==> config.mk <==
export PLATFORM = sky130hd
export DESIGN_NAME = flash_status_protect
export DESIGN_NICKNAME = d
export VERILOG_FILES = /design/src/rtl/flash_prot_pkg.sv /design/src/rtl/flash_block_regs.sv /design/src/rtl/flash_status_protect.sv
export SDC_FILE = /design/constraint.sdc
export NUM_CORES = 1
export LEC_CHECK = 0
export ABC_AREA = 1
export BUFFER_PORTS_ARGS = -buffer_cell sky130_fd_sc_hd__buf_2
export CELL_PAD_IN_SITES_DETAIL_PLACEMENT = 0
export CELL_PAD_IN_SITES_GLOBAL_PLACEMENT = 1
export CORE_ASPECT_RATIO = 1.4
export CORE_UTILIZATION = 43
export DETAILED_ROUTE_END_ITERATION = 10
export GPL_ROUTABILITY_DRIVEN = 0
export PLACE_DENSITY = 0.85
export SETUP_SLACK_MARGIN = 0.3
export SLEW_MARGIN = 40
export SYNTH_ARGS = -nofsm -noshare
export SYNTH_HDL_FRONTEND = slang
export SYNTH_SLANG_ARGS = --single-unit
==> constraint.sdc <==
create_clock -name core_clk_i -period 1.5 [get_ports core_clk_i]
set_input_delay 0 -clock core_clk_i [delete_from_list [all_inputs] [get_ports core_clk_i]]
set_output_delay 0 -clock core_clk_i [all_outputs]
set_load 0.02 [all_outputs]
==> src/rtl/flash_prot_pkg.sv <==
// constants for the flash status and page protection block
// assumes one core clock domain and a byte-addressed register port

package flash_prot_pkg;

    // ---------------------------------------------------------------
    // register port geometry
    // ---------------------------------------------------------------
    localparam int          ADDR_W       = 8;
    localparam int          DATA_W       = 32;
    localparam int          OFS_W        = 7;
    localparam int          PAGE_W       = 7;
    localparam int          NUM_BLOCKS   = 2;

    // ---------------------------------------------------------------
    // register offsets within one block window
    // ---------------------------------------------------------------
    localparam logic [OFS_W-1:0] OFS_STATUS = 7'h00;
    localparam logic [OFS_W-1:0] OFS_MODE   = 7'h04;
    localparam logic [OFS_W-1:0] OFS_KEY    = 7'h14;
    localparam logic [OFS_W-1:0] OFS_PRO    = 7'h1c;
    localparam logic [OFS_W-1:0] OFS_HID    = 7'h20;

    // ---------------------------------------------------------------
    // status and mode fields
    // ---------------------------------------------------------------
    localparam int          STA_DONE_BIT    = 0;
    localparam int          STA_FAIL_BIT    = 1;
    localparam int          STA_BUSY_BIT    = 2;
    localparam int          STA_IRQ_BIT     = 3;
    localparam int          STA_W           = 16;
    localparam int          MODE_W          = 8;
    localparam int          MODE_IRQ_EN_BIT = 4;

    // ---------------------------------------------------------------
    // reset values and key
    // ---------------------------------------------------------------
    localparam logic [MODE_W-1:0] MODE_RESET    = 8'h80;
    localparam logic [DATA_W-1:0] PRO_RESET     = 32'h00000000;
    localparam logic [DATA_W-1:0] HID_RESET     = 32'h0fffffff;
    // key value is arbitrary
    localparam logic [DATA_W-1:0] PRO_KEY_VALUE = 32'h00005a5a;

    // ---------------------------------------------------------------
    // protection field layout
    // ---------------------------------------------------------------
    localparam int               READ_PROT_BIT    = 31;
    localparam int               B1_TOP_GROUP_BIT = 30;
    localparam int               PAGE_GROUP_SHIFT = 2;
    localparam logic [PAGE_W-1:0] B0_LAST_PAGE    = 7'h7b;
    localparam logic [PAGE_W-1:0] B1_TOP_PAGE     = 7'h78;

endpackage

==> src/rtl/flash_block_regs.sv <==
// status, mode, key and protection registers of one flash block
// assumes offsets already decoded for this block and same-clock inputs

`timescale 1ns/10ps

module flash_block_regs
    import flash_prot_pkg::*;
(
    // clock and resets
    input  wire logic              core_clk_i,
    input  wire logic              reset_i,
    input  wire logic              por_i,
    // register access
    input  wire logic              sel_i,
    input  wire logic              wr_i,
    input  wire logic              rd_i,
    input  wire logic [OFS_W-1:0]  ofs_i,
    input  wire logic [DATA_W-1:0] wdata_i,
    output logic      [DATA_W-1:0] rdata_o,
    // controller events
    input  wire logic              cmd_done_i,
    input  wire logic              cmd_fail_i,
    input  wire logic              ctrl_busy_i,
    // protection state and interrupt flag
    output logic      [DATA_W-1:0] prot_o,
    output logic                   irq_flag_o
);

    typedef struct packed {
        logic              done;
        logic              fail;
        logic              busy;
        logic              irq;
        logic [MODE_W-1:0] mode;
        logic              key_ok;
        logic [DATA_W-1:0] pro;
        logic [DATA_W-1:0] active;
        logic [DATA_W-1:0] hid;
    } blk_state_t;

    blk_state_t st_reg;
    blk_state_t st_next;
    logic       rd_sta;
    logic       wr_hit;

    // ---------------------------------------------------------------
    // next state
    // ---------------------------------------------------------------
    always_comb
    begin
        st_next = st_reg;
        rd_sta  = sel_i && rd_i && (ofs_i == OFS_STATUS);
        wr_hit  = sel_i && wr_i;
        if (rd_sta)
        begin
            st_next.done = 1'b0;
            st_next.fail = 1'b0;
            st_next.irq  = 1'b0;
        end
        if (cmd_done_i)
        begin
            st_next.done = 1'b1;
            if (st_reg.mode[MODE_IRQ_EN_BIT])
            begin
                st_next.irq = 1'b1;
            end
            if (cmd_fail_i)
            begin
                st_next.fail = 1'b1;
            end
        end
        st_next.busy = ctrl_busy_i;
        if (wr_hit)
        begin
            st_next.key_ok = 1'b0;
            case (ofs_i)
                OFS_MODE: st_next.mode = wdata_i[MODE_W-1:0];
                OFS_KEY:  st_next.key_ok = (wdata_i == PRO_KEY_VALUE);
                OFS_PRO:
                begin
                    if (st_reg.key_ok)
                    begin
                        st_next.pro = wdata_i;
                    end
                end
                OFS_HID:  st_next.hid = wdata_i;
                default:  st_next.key_ok = 1'b0;
            endcase
        end
    end

    // ---------------------------------------------------------------
    // state register
    // ---------------------------------------------------------------
    always_ff @(posedge core_clk_i)
    begin
        if (por_i)
        begin
            st_reg <= '{done: 1'b0, fail: 1'b0, busy: 1'b0, irq: 1'b0,
                        mode: MODE_RESET, key_ok: 1'b0, pro: PRO_RESET,
                        active: PRO_RESET, hid: HID_RESET};
        end
        else if (reset_i)
        begin
            st_reg.done   <= 1'b0;
            st_reg.fail   <= 1'b0;
            st_reg.busy   <= 1'b0;
            st_reg.irq    <= 1'b0;
            st_reg.mode   <= MODE_RESET;
            st_reg.key_ok <= 1'b0;
            st_reg.active <= st_reg.pro;
            st_reg.hid    <= HID_RESET;
        end
        else
        begin
            st_reg <= st_next;
        end
    end

    // ---------------------------------------------------------------
    // read data and protection view
    // ---------------------------------------------------------------
    always_comb
    begin
        rdata_o = '0;
        case (ofs_i)
            OFS_STATUS:
            begin
                rdata_o[STA_DONE_BIT] = st_reg.done;
                rdata_o[STA_FAIL_BIT] = st_reg.fail;
                rdata_o[STA_BUSY_BIT] = st_reg.busy;
                rdata_o[STA_IRQ_BIT]  = st_reg.irq;
            end
            OFS_MODE: rdata_o[MODE_W-1:0] = st_reg.mode;
            OFS_PRO:  rdata_o = st_reg.pro;
            OFS_HID:  rdata_o = st_reg.hid;
            default:  rdata_o = '0;
        endcase
    end

    assign prot_o     = st_reg.active & st_reg.hid;
    assign irq_flag_o = st_reg.irq;

endmodule

==> src/rtl/flash_status_protect.sv <==
// flash status reporting and page protection for two flash blocks
// assumes a same-clock register port and same-clock controller signals

`timescale 1ns/10ps

// Contract
// - command end with enable sets flag; read clears
// - busy bit follows controller activity
// - failed command sets fail; read clears
// - completed command sets done; read clears
// - block0 bit31 low blocks reads
// - block0 bits30:0 guard four-page groups
// - block1 bit31 low blocks reads
// - block1 bit30 guards pages 120-127
// - block1 bits29:0 guard four-page groups
// - keyed persistent protection applies after reset
// - immediate protection applies at once
module flash_status_protect
    import flash_prot_pkg::*;
(
    // clock and resets
    input  wire logic                  core_clk_i,
    input  wire logic                  reset_i,
    input  wire logic                  por_i,
    // register port
    input  wire logic [ADDR_W-1:0]     reg_addr_i,
    input  wire logic                  reg_wr_i,
    input  wire logic                  reg_rd_i,
    input  wire logic [DATA_W-1:0]     reg_wdata_i,
    output logic      [DATA_W-1:0]     reg_rdata_o,
    output logic                       reg_rvalid_o,
    // controller events per block
    input  wire logic [NUM_BLOCKS-1:0] cmd_done_i,
    input  wire logic [NUM_BLOCKS-1:0] cmd_fail_i,
    input  wire logic [NUM_BLOCKS-1:0] ctrl_busy_i,
    // access check
    input  wire logic                  acc_valid_i,
    input  wire logic                  acc_write_i,
    input  wire logic                  acc_block_i,
    input  wire logic [PAGE_W-1:0]     acc_page_i,
    output logic                       acc_grant_o,
    output logic                       acc_deny_o,
    // status flags
    output logic [NUM_BLOCKS-1:0]      irq_flag_o
);

    typedef struct packed {
        logic [DATA_W-1:0] rdata;
        logic              rvalid;
        logic              grant;
        logic              deny;
    } top_state_t;

    top_state_t                        st_reg;
    top_state_t                        st_next;
    logic       [DATA_W-1:0]           blk_rdata [NUM_BLOCKS];
    logic       [DATA_W-1:0]           blk_prot  [NUM_BLOCKS];
    logic       [NUM_BLOCKS-1:0]       blk_irq;
    logic                              addr_blk;
    logic       [OFS_W-1:0]            addr_ofs;

    assign addr_blk = reg_addr_i[ADDR_W-1];
    assign addr_ofs = reg_addr_i[OFS_W-1:0];

    // ---------------------------------------------------------------
    // per-block registers
    // ---------------------------------------------------------------
    generate
        for (genvar b = 0; b < NUM_BLOCKS; b++)
        begin : g_blk
            flash_block_regs u_regs (
                .core_clk_i  (core_clk_i),
                .reset_i     (reset_i),
                .por_i       (por_i),
                .sel_i       (addr_blk == 1'(b)),
                .wr_i        (reg_wr_i),
                .rd_i        (reg_rd_i),
                .ofs_i       (addr_ofs),
                .wdata_i     (reg_wdata_i),
                .rdata_o     (blk_rdata[b]),
                .cmd_done_i  (cmd_done_i[b]),
                .cmd_fail_i  (cmd_fail_i[b]),
                .ctrl_busy_i (ctrl_busy_i[b]),
                .prot_o      (blk_prot[b]),
                .irq_flag_o  (blk_irq[b])
            );
        end
    endgenerate

    // ---------------------------------------------------------------
    // page permission decode
    // ---------------------------------------------------------------
    function automatic logic page_ok(input logic              blk,
                                     input logic              wr,
                                     input logic [PAGE_W-1:0] page,
                                     input logic [DATA_W-1:0] prot);
        logic [PAGE_W-1:0] grp;
        logic              ok;
        grp = page >> PAGE_GROUP_SHIFT;
        ok  = 1'b1;
        if (!wr)
        begin
            ok = prot[READ_PROT_BIT];
        end
        else if (!blk)
        begin
            if (page <= B0_LAST_PAGE)
            begin
                ok = prot[grp[4:0]];
            end
        end
        else if (page >= B1_TOP_PAGE)
        begin
            ok = prot[B1_TOP_GROUP_BIT];
        end
        else
        begin
            ok = prot[grp[4:0]];
        end
        return ok;
    endfunction

    // ---------------------------------------------------------------
    // next state
    // ---------------------------------------------------------------
    always_comb
    begin
        st_next        = st_reg;
        st_next.rvalid = reg_rd_i;
        st_next.rdata  = reg_rd_i ? blk_rdata[addr_blk] : '0;
        st_next.grant  = 1'b0;
        st_next.deny   = 1'b0;
        if (acc_valid_i)
        begin
            if (page_ok(acc_block_i, acc_write_i, acc_page_i, blk_prot[acc_block_i]))
            begin
                st_next.grant = 1'b1;
            end
            else
            begin
                st_next.deny = 1'b1;
            end
        end
    end

    // ---------------------------------------------------------------
    // state register
    // ---------------------------------------------------------------
    always_ff @(posedge core_clk_i)
    begin
        if (reset_i || por_i)
        begin
            st_reg <= '0;
        end
        else
        begin
            st_reg <= st_next;
        end
    end

    // ---------------------------------------------------------------
    // outputs
    // ---------------------------------------------------------------
    assign reg_rdata_o  = st_reg.rdata;
    assign reg_rvalid_o = st_reg.rvalid;
    assign acc_grant_o  = st_reg.grant;
    assign acc_deny_o   = st_reg.deny;
    assign irq_flag_o   = blk_irq;

endmodule

==> results.ini <==
[outcome]
outcome=finished, violations left
violations=hold timing

[cts]
insertion_delay_ps=520
cts_root_buf=clkbuf_16
clock-sinks=253
cts_tree=built
cts-htree-levels=1
clkTransAtPathRegs_ps=60
numCtsBuffers=25
clk_path_buf_depth=3

[setup_path]
critPathMaxFanout=3
cp.arrival_ps=1730
max_stage_delay_ps=340
cp-start-kind=flip-flop
cp-end-kind=flip-flop
crit_chain=nand3_1 -> nand2_1 -> nor2_2 -> nor2_2 -> nor2_4 -> nor2_4 -> nand2_2 -> nand3_2 -> nand2_2 -> nand2_1 -> nor2_1
cp.required_ps=1920
path_class=reg -> reg
cp_slowest_cell=dfxtp_2

[sta]
holdWs_ps=-18.3
slew_headroom_pct=66.2
setup_violations=0
finClkSkew_ps=13.0
rsz0062_at_grt=yes
fmax_mhz=760
tightest_slew_ps=507
slew_violations=0
timing.final.hold_violations=2
period_minus_slack_ps=1320
post-route-period-util_pct=87.7

[run]
drv_cap=0

[die]
die_h_um=185
core_um2=23400
fp.dieArea_um2=24600
ios=98
die_width_um=133
initial_core_util_pct=44.2
fp-row-count=66

[synth]
synthTopCellsByArea=dfxtp_1 (49%), nand2_1 (8.1%), o21ai_0 (7.1%)
synth_ff_type=dfxtp_1
synthDominantCellAreaShare_pct=49.0
syn_avg_cell_area_um2=7.64
yosys_warnings=0
syn_area_um2=10300
syn_nets=1413
ys_seq_area_share_pct=49.0
async_reset_ff_share_pct=0
synth_cells=1352
synth_top_cell_by_area=dfxtp_1
synth_edf_count=0
synth-seq-cells=253
ys_types=36

[hold_path]
hold_path.class=in -> reg

[drt]
first_pass_iters=5
avgRoutedWirePerCell_um=20.3
finalWirelength_um=37300
drt_iter0_drc=810
viasPerCell=5.64
ant_nets=0
drc=0
num_vias=10358

[power_and_ir_drop]
power.leakage_nw=5.40
p_total_mw=14.2
powerDensity_nw_per_um2=1060
peakVddDrop_mv=0.876

[global_routing]
grt_pass1_wl_um=52600
grt_remaining_overflow=0
antenna_found_initial=1
grt_pass1_vias=9792
grt_max_degree=82
grt_use_total_pct=27.4

[finish]
num-fill-cells=2153
largest_reg_flops=152
syn2layout_area_growth_pct=30.5
drive_above_1_share_pct=24.1
fin_nets=1577

[place]
port_buffers=95
dp_hpwl_um=21400

-- per-stage QoR --
| stage | util, % | setup slack (ps) | area [um2] | instances | setup TNS (ps) |
|---|---|---|---|---|---|
| 5_1_grt | 57.6 | 124 | 13500 | 1834 | 0 |
| 4_1_cts | 55.5 | 248 | 13000 | 1820 | 0 |
| 6_report | 57.7 | 185 | 13500 | 1835 | 0 |
| 3_3_place_gp | 49.3 | -142 | 11500 | 1728 | -280 |
| 2_1_floorplan | - | 270 | 10400 | 1352 | 0 |
| 3_5_place_dp | 49.3 | -154 | 11500 | 1728 | -449 |
-- layout by cell type, fill, tap and decap left out, types with 48 or more instances in the layout --
master         Yosys  final
nand2_1          224    214
dfxtp_1          253    189
o21ai_0          147    145
a21oi_1          135    132
inv_1            112    107
nor2_1           102     97
buf_2             33     94
nand3_1          126     81
dfxtp_2            0     64
buf_4              4     62
dlygate4sd3_1      0     48
-- final timing paths --
kind                                                start                                 endpoint  slack [ps]  cells after the start
setup / recovery  g_blk[1].u_regs.st_reg[10]$_SDFFE_PP1P_                    acc_deny_o$_SDFF_PP0_         180                     11
hold / removal                              reg_addr_i[7]  g_blk[1].u_regs.st_reg[96]$_SDFFE_PP0P_         -20                      4
setup reg to reg  g_blk[1].u_regs.st_reg[10]$_SDFFE_PP1P_                    acc_deny_o$_SDFF_PP0_         180                     11
hold reg to reg    g_blk[0].u_regs.st_reg[107]$_SDFF_PP0_   g_blk[0].u_regs.st_reg[107]$_SDFF_PP0_         470                      2
-- timing repair --
item | CTS | global route
setup endpoints to repair | 2 | 124
pin swaps | 24 | 32
gates cloned | 0 | 10
endpoints found under the hold margin | 159 | 6
buffers inserted | 6 | 3
resized for setup | 65 | 76
hold buffers | 47 | 2
-- Yosys cell counts (all sizes together), types with 2 or more instances --
master and instances:
a22o 3, nor3b 2, inv 117, nand3 129
clkinv 5, a211oi 47, dfxtp 253, a31oi 10
a21oi 135, nand4 4, nand2 225, clkbuf 50
o2111ai 8, o211ai 26, a311oi 5, a221oi 2
nor4 4, o22ai 15, nor2 105, nor3 8
o21ai 153, buf 44
-- cell type report --
class / count / area, um2 / share of cell area, %
clock buffers: 35 / 713 / 5.29
repair buffers: 231 / 1950 / 14.5
multi-input cells: 883 / 4720 / 35.1
inverters: 122 / 480 / 3.57
well taps: 306 / 383 / 2.84
flip-flops and latches: 253 / 5140 / 38.2
clock inverters: 4 / 73.8 / 0.548
diodes: 1 / 2.50 / 0.0186
-- per-layer routing --
layer | vias up | GRT usage [%] | routed length, um
li1 | 4924 | - | -
met1 | 4885 | 32.7 | 14700
met2 | 447 | 49.4 | 18400
met3 | 102 | 3.26 | 2490
met4 | 0 | 11.6 | 1730
met5 | - | 0 | 0
-- critical path: cells and delay by family, from the launching register on --
kind             cells  cell delay, ps
AND/OR/NAND/NOR     11             890
flip-flops           1             340
-- power by group --
part / switching (mW) / internal (mW) / total (mW)
Clock: 2.58 / 3.62 / 6.20
Combinational: 0.729 / 0.428 / 1.16
Sequential: 0.0599 / 6.83 / 6.89
-- logic make-up after synthesis --
family                 count (synthesis)  synth area share (%)
AO/OA/AOI/OAI                        406                  22.5
buffers and inverters                216                  8.54
AND/OR/NAND/NOR                      477                  20.0
flip-flops                           253                  49.0
No activity file was read; power rests on OpenSTA's default activity.
